--- src/rtl/iscb_params.svh ---
`ifndef ISCB_PARAMS_SVH
`define ISCB_PARAMS_SVH
// Instruction class codes presented by the fetch side.
`define ISCB_CLS_SIMPLE 3'h0
`define ISCB_CLS_BRANCH 3'h1
`define ISCB_CLS_CBRANCH 3'h2
`define ISCB_CLS_CFAULT 3'h3
`define ISCB_CLS_COMPLEX 3'h4
`define ISCB_CLS_MEM 3'h5
`define ISCB_CLS_FLOAT 3'h6
`define ISCB_CLS_CALLRET 3'h7
// Short literal range.
`define ISCB_LIT_MIN (-16)
`define ISCB_LIT_MAX 31
// Local frame banks and call/return cycle counts.
`define ISCB_NUM_BANKS 4
`define ISCB_CALL_CYC 4'h9
`define ISCB_RET_CYC 4'h7
`define ISCB_EA_MAX 3'h4
`define ISCB_NUM_REGS 32
`endif

--- src/rtl/iscb_pkg.sv ---
package iscb_pkg;
  typedef enum logic [1:0] {
    ISCB_IDLE = 2'h0,
    ISCB_BUSY = 2'h1,
    ISCB_SPILL = 2'h3,
    ISCB_FILL = 2'h2
  } iscb_frame_type;
endpackage : iscb_pkg

--- src/rtl/iscb_ctrl.sv ---
`timescale 1ns/1ps
`include "iscb_params.svh"
module iscb_ctrl
  import iscb_pkg::*;
(
  // Clock and reset.
  input wire logic mclk,
  input wire logic reset,
  // Decoded instruction from the fetch unit.
  input wire logic inst_valid,
  input wire logic [2:0] inst_class,
  input wire logic inst_is_call,
  input wire logic inst_cond_true,
  input wire logic inst_sets_cc,
  input wire logic [4:0] inst_src1,
  input wire logic [4:0] inst_src2,
  input wire logic inst_src1_lit,
  input wire logic inst_src2_lit,
  input wire logic [4:0] inst_dst,
  input wire logic inst_has_dst,
  input wire logic [1:0] inst_nregs,
  input wire logic [2:0] inst_ea_cycles,
  output logic inst_ready,
  // Branch outcome to the fetch unit.
  output logic fetch_redirect,
  // Dispatch strobes to execution resources.
  output logic int_issue,
  output logic mseq_issue,
  output logic bus_issue,
  output logic float_issue,
  output logic fault_raise,
  output logic bypass_hit,
  // Result write-backs.
  input wire logic reg_wr,
  input wire logic [4:0] reg_wr_addr,
  input wire logic [3:0] reg_wr_cnt,
  input wire logic cc_wr,
  // Frame memory traffic done flag.
  input wire logic frame_mem_done,
  output logic frame_spill,
  output logic frame_fill,
  output logic [1:0] cur_bank,
  output logic cc_busy,
  output logic [31:0] reg_busy
);

  // ****************************************************************
  // Scoreboards
  // ****************************************************************
  logic [31:0] reg_busy_r;
  logic cc_busy_r;
  logic [31:0] set_mask;
  logic [31:0] clr_mask;
  logic src_hazard;
  logic issue;
  logic [4:0] prev_dst_r;
  logic prev_valid_r;

  // Group mask for multi-register globals, single bit otherwise.
  function automatic logic [31:0] grp_mask(input logic [4:0] b, input logic [1:0] n);
    logic [31:0] m;
    m = 32'h0000_0001 << b;
    if (n != 2'h0 && !b[4]) begin
      case (b[3:1])
        3'h0, 3'h1: m = 32'h0000_000F;
        3'h2, 3'h3: m = 32'h0000_00FF;
        3'h4, 3'h5: m = 32'h0000_0F00;
        3'h6: m = 32'h0000_F000;
        default: m = 32'h0000_7000;
      endcase
    end
    return m;
  endfunction : grp_mask

  // Hazard: a non-literal source reads a busy register.
  // readers of busy stall
  assign src_hazard = (!inst_src1_lit && reg_busy_r[inst_src1])
                    || (!inst_src2_lit && reg_busy_r[inst_src2]);

  // Destination mask; single register flags only itself.
  // Only loads leave a result outstanding; one-cycle ALU results are forwarded.
  // register group for multi-register loads
  assign set_mask = (bus_issue && inst_has_dst) ? grp_mask(inst_dst, inst_nregs) : 32'h0;
  assign clr_mask = reg_wr ? grp_mask(reg_wr_addr, reg_wr_cnt[1:0]) : 32'h0;

  // Register scoreboard update; a new set wins over a clear.
  // load busy until written
  always_ff @(posedge mclk or posedge reset) begin
    if (reset) begin
      reg_busy_r <= 32'h0;
    end else begin
      reg_busy_r <= (reg_busy_r & ~clr_mask) | set_mask;
    end
  end

  // Condition-code scoreboard: set by producer, cleared on write.
  always_ff @(posedge mclk or posedge reset) begin
    if (reset) begin
      cc_busy_r <= 1'b0;
    end else if (issue && inst_sets_cc) begin
      cc_busy_r <= 1'b1;
    end else if (cc_wr) begin
      cc_busy_r <= 1'b0;
    end
  end

  // Previous destination for forwarding.
  always_ff @(posedge mclk or posedge reset) begin
    if (reset) begin
      prev_dst_r <= 5'h00;
      prev_valid_r <= 1'b0;
    end else if (issue) begin
      prev_dst_r <= inst_dst;
      prev_valid_r <= inst_has_dst && inst_class == `ISCB_CLS_SIMPLE;
    end
  end

  // ****************************************************************
  // Bypass and execution timing
  // ****************************************************************
  logic [1:0] exec_cnt_r;
  logic [2:0] ea_cnt_r;
  logic exec_busy;

  assign bypass_hit = inst_src1_lit || inst_src2_lit
                    || (prev_valid_r && inst_src2 == prev_dst_r);

  // Extra cycle for a miss and effective-address wait.
  // hit saves one cycle
  always_ff @(posedge mclk or posedge reset) begin
    if (reset) begin
      exec_cnt_r <= 2'h0;
      ea_cnt_r <= 3'h0;
    end else if (issue) begin
      exec_cnt_r <= (inst_class == `ISCB_CLS_SIMPLE && !bypass_hit) ? 2'h1 : 2'h0;
      ea_cnt_r <= (inst_class == `ISCB_CLS_MEM && inst_ea_cycles <= `ISCB_EA_MAX)
                  ? inst_ea_cycles : 3'h0;
    end else begin
      if (exec_cnt_r != 2'h0) exec_cnt_r <= exec_cnt_r - 2'h1;
      if (ea_cnt_r != 3'h0) ea_cnt_r <= ea_cnt_r - 3'h1;
    end
  end

  // ****************************************************************
  // Frame allocation
  // ****************************************************************
  iscb_frame_type fstate_r;
  logic [2:0] depth_r;
  logic [2:0] spilled_r;
  logic [1:0] bank_r;
  logic [3:0] fcnt_r;
  logic call_go;
  logic ret_go;
  logic frame_idle;

  assign frame_idle = fstate_r == ISCB_IDLE;
  assign call_go = issue && inst_class == `ISCB_CLS_CALLRET && inst_is_call;
  assign ret_go = issue && inst_class == `ISCB_CLS_CALLRET && !inst_is_call;

  // Call/return sequencer with spill and refill phases.
  always_ff @(posedge mclk or posedge reset) begin
    if (reset) begin
      fstate_r <= ISCB_IDLE;
      depth_r <= 3'h0;
      spilled_r <= 3'h0;
      bank_r <= 2'h0;
      fcnt_r <= 4'h0;
    end else begin
      case (fstate_r)
        ISCB_IDLE: begin
          if (call_go) begin
            bank_r <= bank_r + 2'h1;
            if (depth_r == 3'(`ISCB_NUM_BANKS - 1)) begin
              spilled_r <= spilled_r + 3'h1;
              fstate_r <= ISCB_SPILL;
            end else begin
              depth_r <= depth_r + 3'h1;
              fstate_r <= ISCB_BUSY;
            end
            fcnt_r <= `ISCB_CALL_CYC - 4'h1;
          end else if (ret_go) begin
            bank_r <= bank_r - 2'h1;
            fcnt_r <= `ISCB_RET_CYC - 4'h1;
            if (depth_r == 3'h0 && spilled_r != 3'h0) begin
              spilled_r <= spilled_r - 3'h1;
              fstate_r <= ISCB_FILL;
            end else begin
              if (depth_r != 3'h0) depth_r <= depth_r - 3'h1;
              fstate_r <= ISCB_BUSY;
            end
          end
        end
        ISCB_SPILL, ISCB_FILL: begin
          if (frame_mem_done) fstate_r <= ISCB_BUSY;
        end
        ISCB_BUSY: begin
          if (fcnt_r <= 4'h1) fstate_r <= ISCB_IDLE;
          fcnt_r <= fcnt_r - 4'h1;
        end
        default: fstate_r <= ISCB_IDLE;
      endcase
    end
  end

  // ****************************************************************
  // Decode and dispatch
  // ****************************************************************
  // Stall on operand hazard, pending condition code, busy units.
  // branch waits on code
  always_comb begin
    inst_ready = frame_idle && exec_cnt_r == 2'h0 && ea_cnt_r == 3'h0 && !src_hazard;
    if ((inst_class == `ISCB_CLS_CBRANCH || inst_class == `ISCB_CLS_CFAULT) && cc_busy_r)
      inst_ready = 1'b0;
  end
  assign issue = inst_valid && inst_ready;

  // Routing; branches stay in the decoder, no unit strobe.
  // decoder executes branches
  assign fetch_redirect = issue && (inst_class == `ISCB_CLS_BRANCH
                        || (inst_class == `ISCB_CLS_CBRANCH && inst_cond_true));
  assign fault_raise = issue && inst_class == `ISCB_CLS_CFAULT && inst_cond_true;
  assign int_issue = issue && inst_class == `ISCB_CLS_SIMPLE;
  assign mseq_issue = issue && (inst_class == `ISCB_CLS_COMPLEX || fault_raise);
  assign bus_issue = issue && inst_class == `ISCB_CLS_MEM;
  assign float_issue = issue && inst_class == `ISCB_CLS_FLOAT;

  // Status outputs; register file banks are selected by cur_bank.
  // four local banks
  assign cur_bank = bank_r;
  assign frame_spill = fstate_r == ISCB_SPILL;
  assign frame_fill = fstate_r == ISCB_FILL;
  assign cc_busy = cc_busy_r;
  assign reg_busy = reg_busy_r;
endmodule : iscb_ctrl

--- config.mk ---
export PLATFORM = sky130hd
export DESIGN_NAME = iscb_ctrl
export DESIGN_NICKNAME = d
export VERILOG_FILES = /design/src/rtl/iscb_pkg.sv /design/src/rtl/iscb_ctrl.sv
export VERILOG_INCLUDE_DIRS = /design/src /design/src/rtl
export SDC_FILE = /design/constraint.sdc
export NUM_CORES = 1
export LEC_CHECK = 0
export ABC_AREA = 1
export BUFFER_PORTS_ARGS = -buffer_cell sky130_fd_sc_hd__buf_2
export CAP_MARGIN = 20
export CORE_MARGIN = 2
export CORE_UTILIZATION = 30
export DETAILED_ROUTE_END_ITERATION = 8
export GPL_ROUTABILITY_DRIVEN = 1
export SYNTH_ARGS = -nofsm -noshare
export SYNTH_HDL_FRONTEND = slang
export SYNTH_SLANG_ARGS = --single-unit
export TNS_END_PERCENT = 1
--- constraint.sdc ---
create_clock -name mclk -period 5 [get_ports mclk]
set_input_delay 0.5 -clock mclk [delete_from_list [all_inputs] [get_ports mclk]]
set_output_delay 0.5 -clock mclk [all_outputs]
set_load 0.005 [all_outputs]
==> flow_metrics.env, run 1 <==
export IMPL_io_pins=89
export IMPL_synth_flop_cell="dfrtp_1"
export IMPL_cts_setup_buffers=0
export IMPL_final_hold_violation_count=0
export IMPL_holdWs_ns=0.347
export IMPL_syn_num_nets=628
export IMPL_seqPwrFrac=0.365
export IMPL_antenna_left=0
export IMPL_synth_edf_count=0
export IMPL_worst_clock_skew_ns=0.00525
export IMPL_synth_top_area_share=0.361
export IMPL_muxShareOfSynthArea=0
export IMPL_hpwl_um=9280
export IMPL_async_flop_share=1.00
export IMPL_finalWirelength_um=12100
export IMPL_synth_fa_ha_area_frac=0.0218
export IMPL_cp_start_kind="flip-flop"
export IMPL_synth_top_family_by_area="simple AND/OR/NAND/NOR gates"
export IMPL_setup_tns_ns=0
export IMPL_final_cell_mix="nand2_1, buf_2, nand3_1"
export IMPL_syn_inst=577
export IMPL_synth_compound_area_frac=0.176
export IMPL_gp_congestion=0.950
export IMPL_overflow=0
export IMPL_hold_start="cc_wr"
export IMPL_first_iter_violations=286
export IMPL_power_net_switching_uw=502
export IMPL_worst_slew_pin_slew_ns=0.743
export IMPL_wl_per_cell_um=14.4
export IMPL_root_buffer="clkbuf_16"
export IMPL_initial_core_util=0.305
export IMPL_period_needed_ns=3.14
export IMPL_via_count=4200
export IMPL_maxSlewViolCount=0
export IMPL_fmax_mhz=319
export IMPL_critical_path_class="flip-flop to primary output"
export IMPL_core_area_um2=13200
export IMPL_grt_max_degree=59
export IMPL_cts_tree="yes"
export IMPL_fin_nets=708
export IMPL_cp_arrival_ns=2.64
export IMPL_area_growth_pct=21.3
export IMPL_clk_pin_slew_ns=0.05
export IMPL_rsz0062_at_grt="false"
export IMPL_power_frac_clock=0.397
export IMPL_swShare=0.303
export IMPL_die_h_um=120
export IMPL_clockBufferDepth=2
export IMPL_synthSimpleGateAreaFrac=0.322
export IMPL_internal_power_mw=1.15
export IMPL_end_kind="primary output"
export IMPL_grt_pass1_wl_um=19600
export IMPL_synth_xor_area_frac=0.0218
export IMPL_worstPathRequired_ns=4.50
export IMPL_p_leak_nw=2.46
export IMPL_drc_errors=0
export IMPL_syn_cell_area_um2=4020
export IMPL_rr_startpoint="ea_cnt_r[0]$_DFFE_PP0P_"
export IMPL_cp_max_fo=21
export IMPL_avgViaCountPerCell=5.01
export IMPL_grtUsageTotal=0.172
export IMPL_setup_violations=0
export IMPL_ys_warn_count=0
export IMPL_maxCapViolations=0
export IMPL_yosys_area_top_type="dfrtp_1"
export IMPL_p_per_area_nw_per_um2=339
export IMPL_grt_pass1_vias=3844
export IMPL_fp_row_count=42
export IMPL_dieArea_um2=14300
export IMPL_antenna_found_initial=0
export IMPL_slew_headroom=0.505
export IMPL_drive_gt1_frac=0.192
export IMPL_cts_resized=0
export IMPL_combPwrFrac=0.238
export IMPL_avgSynthCellArea_um2=6.97
export IMPL_peakVddDrop_mv=0.156
export IMPL_dr_pass1_iters=5
export IMPL_final_common_cell="nand2_1"
export IMPL_nFillCells=1391
export IMPL_cts_buffers=9
export IMPL_min_path_type="input port to flip-flop"
export IMPL_h_tree_depth=3
export IMPL_yosysUniqueCellTypes=39
export IMPL_ys_seq_elements=58
export IMPL_ys_seq_area_frac=0.361
export IMPL_antennaDiodeCount=0
export IMPL_synthTopCellsByArea="dfrtp_1, nand2_1, nand3_1, inv_1, o21ai_0"
export IMPL_crit_start="ea_cnt_r[0]$_DFFE_PP0P_"
export IMPL_clock_sinks=58
export IMPL_fin_crit_sh=0.627
export IMPL_die_x_um=120
export IMPL_cts_hold_buf=0
export IMPL_io_buffers=86
export IMPL_clk_latency_ns=0.33
export IMPL_status="completed"
path summary, 6_finish.rpt:
check                                               end  slack, ns  depth (start not counted)
max in group asynchronous         reg_busy[7]$_DFF_PP0_       4.13                          3
worst max register to register    reg_busy[6]$_DFF_PP0_       2.27                         12
worst min-delay path                cc_busy$_DFFE_PP0P_       0.35                          2
worst max-delay path                     fetch_redirect       1.86                         11
worst min register to register  cur_bank[1]$_DFFE_PP0P_       0.47                          1
min in group asynchronous         fcnt_r[2]$_DFFE_PP0P_       0.39                          3
power groups by stage:
stage,registers (mW),logic (mW),clock network [mW]
finish,0.603,0.394,0.657
detailed placement,0.610,0.396,0
CTS,0.602,0.397,0.666
floorplan,0.595,0.308,0
global placement,0.608,0.390,0
global route,0.613,0.461,0.688
metrics by stage:
stage	cell area (um^2)	power, mW	setup WS, ns	cells	util
CTS	4870	1.67	1.86	838	0.370
floorplan	4020	0.903	2.56	577	-
global placement	4550	0.999	1.84	822	0.345
finish	4870	1.65	1.86	838	0.370
global route	4870	1.76	1.55	838	0.370
detailed placement	4550	1.01	1.87	822	0.345
synth_stat cells (2+ instances only):
cell type / count
nand3_2: 4
nor2_4: 3
o21ai_0: 43
o31ai_2: 2
dfrtp_1: 58
nand3_1: 66
ha_1: 7
clkbuf_1: 5
xnor2_1: 4
buf_2: 6
o31ai_1: 15
nor2_1: 29
or2_2: 2
xor2_1: 6
nand2_1: 169
o22ai_1: 2
o21ai_1: 27
buf_6: 6
o221ai_1: 2
o211ai_1: 3
inv_2: 7
a31oi_1: 7
nor3_1: 4
nand4_1: 9
a21oi_1: 17
inv_1: 61
area by class of cell:
class / count / area, um^2 / area share
multi-input combinational: 431 / 2180 / 0.447
clock inverter: 5 / 77.6 / 0.0159
timing repair buffer: 87 / 438 / 0.0898
clock buffer: 11 / 243 / 0.0498
tap: 176 / 220 / 0.0452
sequential: 58 / 1450 / 0.298
inverter: 70 / 265 / 0.0544
cell families after synthesis:
family	count (synthesis)
and+or+nand+nor	291
AOI/OAI and AO/OA	123
buffers and inverters	88
DFF	58
xor gates and xnor gates	10
adders and majority gates	7
routing by layer:
layer | global-route usage | wire length (um) | up-vias
li1 | - | - | 2090
met1 | 0.245 | 5490 | 1949
met2 | 0.265 | 5530 | 141
met3 | 0.0214 | 779 | 20
met4 | 0.0691 | 269 | 0
met5 | 0 | 0 | -
worst max-delay path, cell delays in order (launching register included):
cell      delay [ns]
dfrtp_1         0.37
inv_1           0.10
ha_1            0.16
inv_1           0.04
nor2_1          0.17
nand3_1         0.09
a31oi_1         0.28
nand2_2         0.11
nor2_4          0.13
nand2_1         0.40
a211oi_1        0.31
buf_2           0.16
registers in the layout, indices dropped and copies added, names as in the netlist:
| signal | flops |
|---|---|
| cc_busy | 1 |
| cur_bank | 2 |
| depth_r | 3 |
| ea_cnt_r | 3 |
| exec_cnt_r | 2 |
| fcnt_r | 4 |
| fstate_r | 2 |
| prev_dst_r | 5 |
| prev_valid_r | 1 |
| reg_busy | 32 |
| spilled_r | 3 |
(Power assumes the default switching activity.)
==> inputs of run 2 (changes only) <==
==> constraint.sdc (replaced) <==
create_clock -name mclk -period 3.3 [get_ports mclk]
set_input_delay 0.33 -clock mclk [delete_from_list [all_inputs] [get_ports mclk]]
set_output_delay 0.33 -clock mclk [all_outputs]
set_load 0.005 [all_outputs]
==> run 2 against run 1 <==
  * Core utilization grew 0.55 points
  * Worst hold slack lost 0.16 ns
  * Sequential share of layout area shrank 0.44 points
  * Clock skew grew 0.00082 ns
  * Sequential power grew 51%
  * Clock-buffer cell count is the same
  * Critical path depth grew 1
  * Combinational power grew 54%
  * Critical path type unchanged
  * Largest power group unchanged
==> flow_metrics.env, run 2 (synthesized netlist as in run 1, its figures left out) <==
export IMPL_dpl_cell_area_um2=4580
export IMPL_clk_latency_ns=0.33
export IMPL_antenna_found_initial=0
export IMPL_cts_tree="yes"
export IMPL_fmax_mhz=381
export IMPL_fin_crit_sh=0.794
export IMPL_io_pins=89
export IMPL_worstPathRequired_ns=2.97
export IMPL_dr_pass1_iters=7
export IMPL_hpwl_um=9490
export IMPL_rsz0062_at_grt="false"
export IMPL_grt_max_degree=33
export IMPL_wl_per_cell_um=14.7
export IMPL_setup_tns_ns=0
export IMPL_die_x_um=120
export IMPL_largest_register_ffs=32
export IMPL_peakVddDrop_mv=0.245
export IMPL_maxCapViolations=0
export IMPL_slew_headroom=0.613
export IMPL_maxSlewViolCount=0
export IMPL_end_kind="primary output"
export IMPL_drc_errors=0
export IMPL_via_count=4145
export IMPL_grtUsageTotal=0.180
export IMPL_path_cells="inv_1, ha_1, inv_1, nor2_1, nand3_1, a31oi_1, nand3_2, nor2_4, buf_4, nand3_1, inv_1, buf_2"
export IMPL_cts_setup_buffers=0
export IMPL_drive_gt1_frac=0.198
export IMPL_cts_resized=0
export IMPL_grt_pass1_wl_um=20200
export IMPL_cp_common_cell="inv_1"
export IMPL_worst_clock_skew_ns=0.00607
export IMPL_status="completed"
export IMPL_dieArea_um2=14300
export IMPL_fin_nets=713
export IMPL_slowest_delay_ns=0.37
export IMPL_grt_pass1_vias=4036
export IMPL_critical_path_class="flip-flop to primary output"
export IMPL_io_buffers=86
export IMPL_path_buf_inv=5
export IMPL_slowest_stage="dfrtp_1"
export IMPL_nFillCells=1434
export IMPL_setup_violations=0
export IMPL_antenna_left=0
export IMPL_final_cell_mix="nand2_1, buf_2, nand3_1"
export IMPL_antennaDiodeCount=0
export IMPL_cts_hold_buf=1
export IMPL_clock_sinks=58
export IMPL_root_buffer="clkbuf_16"
export IMPL_final_hold_violation_count=0
export IMPL_cts_buffers=9
export IMPL_overflow=0
export IMPL_cp_arrival_ns=2.29
export IMPL_min_path_type="input port to flip-flop"
export IMPL_area_growth_pct=23.1
export IMPL_h_tree_depth=3
export IMPL_p_leak_nw=2.50
export IMPL_die_h_um=120
export IMPL_clockBufferDepth=2
export IMPL_cp_start_kind="flip-flop"
export IMPL_core_area_um2=13200
export IMPL_p_per_area_nw_per_um2=529
export IMPL_worst_slew_pin_slew_ns=0.579
export IMPL_clk_pin_slew_ns=0.05
export IMPL_crit_family="simple AND/OR/NAND/NOR gates"
export IMPL_cp_max_fo=11
export IMPL_initial_core_util=0.305
export IMPL_period_needed_ns=2.62
export IMPL_avgViaCountPerCell=4.92
export IMPL_fp_row_count=42
export IMPL_first_iter_violations=360
export IMPL_finalWirelength_um=12400
export IMPL_gp_congestion=0.938
export IMPL_final_common_cell="nand2_1"
export IMPL_final_cell_area_um2=4950
==> run 2: changes by cell type in the layout (fill, tap and decap cells not counted), sizes merged <==
cell and delta:
dlygate4sd3 +1, buf +4, clkinvlp -1, bufinv +1
==> run 2: cell type report <==
| class | instances | area, um^2 | area share |
|---|---|---|---|
| multi-input combinational | 431 | 2180 | 0.441 |
| timing repair buffer | 92 | 478 | 0.0966 |
| clock buffer | 11 | 253 | 0.0511 |
| tap | 176 | 220 | 0.0445 |
| clock inverter | 5 | 100 | 0.0202 |
| sequential | 58 | 1450 | 0.293 |
| inverter | 70 | 265 | 0.0536 |
==> run 2: final timing paths <==
kind / from / end / slack, ns / depth (start not counted)
hold / removal: cc_wr / cc_busy$_DFFE_PP0P_ / 0.19 / 2
hold reg to reg: cur_bank[1]$_DFFE_PP0P_ / cur_bank[1]$_DFFE_PP0P_ / 0.48 / 1
setup / recovery: ea_cnt_r[0]$_DFFE_PP0P_ / int_issue / 0.68 / 12
min in group asynchronous: reset / fcnt_r[0]$_DFFE_PP0P_ / 0.50 / 3
max in group asynchronous: reset / exec_cnt_r[0]$_DFFE_PP0P_ / 2.09 / 4
setup reg to reg: ea_cnt_r[0]$_DFFE_PP0P_ / depth_r[2]$_DFFE_PP0P_ / 0.79 / 16
==> run 2: power breakdown <==
group	internal, mW	total, mW	switching, mW
Clock	0.775	1.10	0.324
Combinational	0.246	0.605	0.360
Sequential	0.826	0.911	0.0847
==> run 2: stage by stage <==
| stage | total power, mW | util | std cells | setup WS [ns] | hold WS, ns |
|---|---|---|---|---|---|
| after global placement | 1.52 | 0.348 | 826 | 0.599 | 0.315 |
| final | 2.62 | 0.375 | 843 | 0.678 | 0.186 |
| after detailed placement | 1.53 | 0.348 | 826 | 0.631 | 0.310 |
| after global routing | 2.78 | 0.375 | 843 | 0.443 | 0.191 |
| after floorplan | 1.37 | - | 577 | 1.02 | 0.426 |
| after CTS | 2.64 | 0.375 | 843 | 0.651 | 0.181 |
==> run 2: layer usage <==
metal / GRT usage / up-vias / part of all wire
li1: - / 2099 / -
met1: 0.246 / 1921 / 0.45
met2: 0.282 / 110 / 0.46
met3: 0.0375 / 15 / 0.068
met4: 0.0618 / 0 / 0.015
met5: 0 / - / 0
==> run 2: worst register-to-register path: cells and delay by family, from the launching register on <==
kind	cells	cell delay, ns
and+or+nand+nor	8	0.90
AOI/OAI and AO/OA	2	0.38
DFF	1	0.37
adders and majority gates	2	0.33
xor gates and xnor gates	1	0.22
buffers and inverters	3	0.18
==> inputs of run 3 (changes only) <==
==> constraint.sdc (replaced) <==
create_clock -name mclk -period 2.2 [get_ports mclk]
set_input_delay 0.22 -clock mclk [delete_from_list [all_inputs] [get_ports mclk]]
set_output_delay 0.22 -clock mclk [all_outputs]
set_load 0.005 [all_outputs]
==> run 3 against run 2 <==
  * The run now ends with setup timing left
  * Total power rose by 53%
  * Sequential share of layout area shrank 3.1 points
  * Worst setup slack worse by 0.82 ns
  * Global-route usage about the same
  * First-iteration DRC count rose by 3.6%
  * Via count up 5.7%
  * Cell count rose by 6.6%
  * Combinational power grew 85%
  * Clock skew up 0.0019 ns
  * Clock-buffer cell count did not move
  * Largest power group unchanged
  * Highest routed layer unchanged
==> flow_metrics.env, run 3 (synthesized netlist as in run 1, its figures left out) <==
export IMPL_grtUsageTotal=0.180
export IMPL_wl_met3_um=806
export IMPL_final_common_cell="nand2_1"
export IMPL_peakVddDrop_mv=0.311
export IMPL_final_instance_count_excl_fill=899
export IMPL_clock_sinks=58
export IMPL_top_layer_used="met4"
export IMPL_power_frac_clock=0.376
export IMPL_seqPwrFrac=0.343
export IMPL_cp_max_fo=4
export IMPL_via_count=4382
export IMPL_largest_register_ffs=32
export IMPL_fin_nets=769
export IMPL_drc_errors=0
export IMPL_holdWs_ns=0.0741
export IMPL_rsz0062_at_grt="true"
export IMPL_antenna_found_initial=1
export IMPL_reg2reg_slack_ns=-0.09
export IMPL_cts_buffers=9
export IMPL_critical_path_class="flip-flop to primary output"
export IMPL_met1Wirelength_um=5910
export IMPL_h_tree_depth=3
export IMPL_core_area_um2=13200
export IMPL_hold_depth=2
export IMPL_antenna_left=0
export IMPL_avgViaCountPerCell=4.87
export IMPL_combPwrFrac=0.281
export IMPL_worstPathRequired_ns=1.98
export IMPL_first_iter_violations=373
export IMPL_cp_start_kind="flip-flop"
export IMPL_swShare=0.309
export IMPL_multi_input_area_um2=2340
export IMPL_regArea_um2=1450
export IMPL_period_needed_ns=2.34
export IMPL_p_per_area_nw_per_um2=721
export IMPL_worst_clock_skew_ns=0.00797
export IMPL_wl_met2_um=5740
export IMPL_overflow=0
export IMPL_min_path_type="input port to flip-flop"
export IMPL_clk_latency_ns=0.33
export IMPL_root_buffer="clkbuf_16"
export IMPL_final_cell_mix="nand2_1, buf_2, nand3_1"
export IMPL_slew_headroom=0.569
export IMPL_dieArea_um2=14300
export IMPL_grt_pass1_vias=4003
export IMPL_maxSlewViolCount=0
export IMPL_antennaDiodeCount=0
export IMPL_cts_tree="yes"
export IMPL_grt_max_degree=59
export IMPL_power_net_switching_mw=1.23
export IMPL_grt_pass1_wl_um=20300
export IMPL_drive_gt1_frac=0.297
export IMPL_clockBufferDepth=2
export IMPL_dp_cells=874
export IMPL_nFillCells=1334
export IMPL_hpwl_um=9690
export IMPL_finalWirelength_um=12700
export IMPL_fin_crit_sh=1.06
export IMPL_area_growth_pct=37.8
export IMPL_worst_slew_pin_slew_ns=0.644
export IMPL_fmax_mhz=427
export IMPL_setup_violations=12
export IMPL_cp_arrival_ns=2.12
export IMPL_io_pins=89
export IMPL_failed_checks="setup timing"
export IMPL_maxCapViolations=0
export IMPL_die_x_um=120
export IMPL_io_buffers=86
export IMPL_dr_pass1_iters=5
export IMPL_fp_row_count=42
export IMPL_final_hold_violation_count=0
export IMPL_clk_pin_slew_ns=0.05
export IMPL_wl_per_cell_um=14.1
export IMPL_end_kind="primary output"
export IMPL_worst_slack_ns=-0.142
export IMPL_initial_core_util=0.305
export IMPL_gp_congestion=0.875
export IMPL_die_h_um=120
export IMPL_worst_r2r_path_depth=21
export IMPL_internal_power_mw=2.76
export IMPL_status="complete, but fails checks"
export IMPL_p_leak_nw=2.82
[run 3: cell count changes in the layout (fill, tap and decap cells not counted), sizes merged]
cell      before  now
buf           91  146
bufinv         3    2
clkinv         3    2
clkinvlp       0    1
inv           69   70
nand4         10   11
[run 3: area by class of cell]
cell class / instances / share of cell area
Inverter: 70 / 0.0479
Multi-Input combinational cell: 432 / 0.422
Clock buffer: 11 / 0.0438
Clock inverter: 5 / 0.0140
Timing Repair Buffer: 147 / 0.170
Tap cell: 176 / 0.0398
Sequential cell: 58 / 0.262
[run 3: worst paths after layout]
kind / endpoint / from
setup reg to reg: spilled_r[2]$_DFFE_PP0P_ / ea_cnt_r[0]$_DFFE_PP0P_
setup / recovery: float_issue / ea_cnt_r[0]$_DFFE_PP0P_
min in group asynchronous: depth_r[0]$_DFFE_PP0P_ / reset
hold reg to reg: cur_bank[1]$_DFFE_PP0P_ / cur_bank[1]$_DFFE_PP0P_
hold / removal: cc_busy$_DFFE_PP0P_ / cc_wr
max in group asynchronous: reg_busy[0]$_DFF_PP0_ / reset
[run 3: worst max-delay path, cell delays in order (launching register included)]
cell	delay, ns
dfrtp_1	0.39
inv_2	0.08
ha_4	0.12
inv_1	0.04
nor2_2	0.13
nand3_2	0.10
a31oi_4	0.18
nand2_2	0.09
nor2_4	0.12
buf_6	0.12
nand2_4	0.06
buf_6	0.14
nor3_4	0.10
buf_2	0.13
[run 3: repair_timing]
action / 4_1_cts / 5_1_grt
gates resized for setup: 9 / 28
endpoints found under the setup margin: 26 / 53
setup buffers: 3 / 4
hold endpoints to repair: 58 / 0
cloned: 1 / 0
pin swaps: 6 / 21
hold buffers: 1 / 0
[run 3: power groups by stage]
| stage | Combinational, mW | Clock [mW] | Sequential [mW] |
|---|---|---|---|
| 2_1_floorplan | 0.705 | 0 | 1.35 |
| 3_3_place_gp | 1.01 | 0 | 1.38 |
| 3_5_place_dp | 1.03 | 0 | 1.38 |
| 4_1_cts | 1.06 | 1.52 | 1.37 |
| 5_1_grt | 1.28 | 1.58 | 1.39 |
| 6_report | 1.12 | 1.50 | 1.37 |
[run 3: routing by layer]
layer	global-route usage	vias to the layer above
li1	-	2219
met1	0.256	2027
met2	0.270	120
met3	0.0356	16
met4	0.0632	0
met5	0	-
[run 3: through the flow]
step	utilization	setup slack [ns]	cell area, um^2	setup TNS, ns	total power, mW
floorplan	-	-0.00965	4030	-0.00965	2.06
global placement	0.378	-0.0718	4990	-0.208	2.39
detailed placement	0.378	-0.0892	4990	-0.347	2.41
CTS	0.409	-0.167	5400	-1.30	3.95
global route	0.420	-0.272	5540	-3.32	4.25
finish	0.420	-0.142	5540	-0.760	3.99
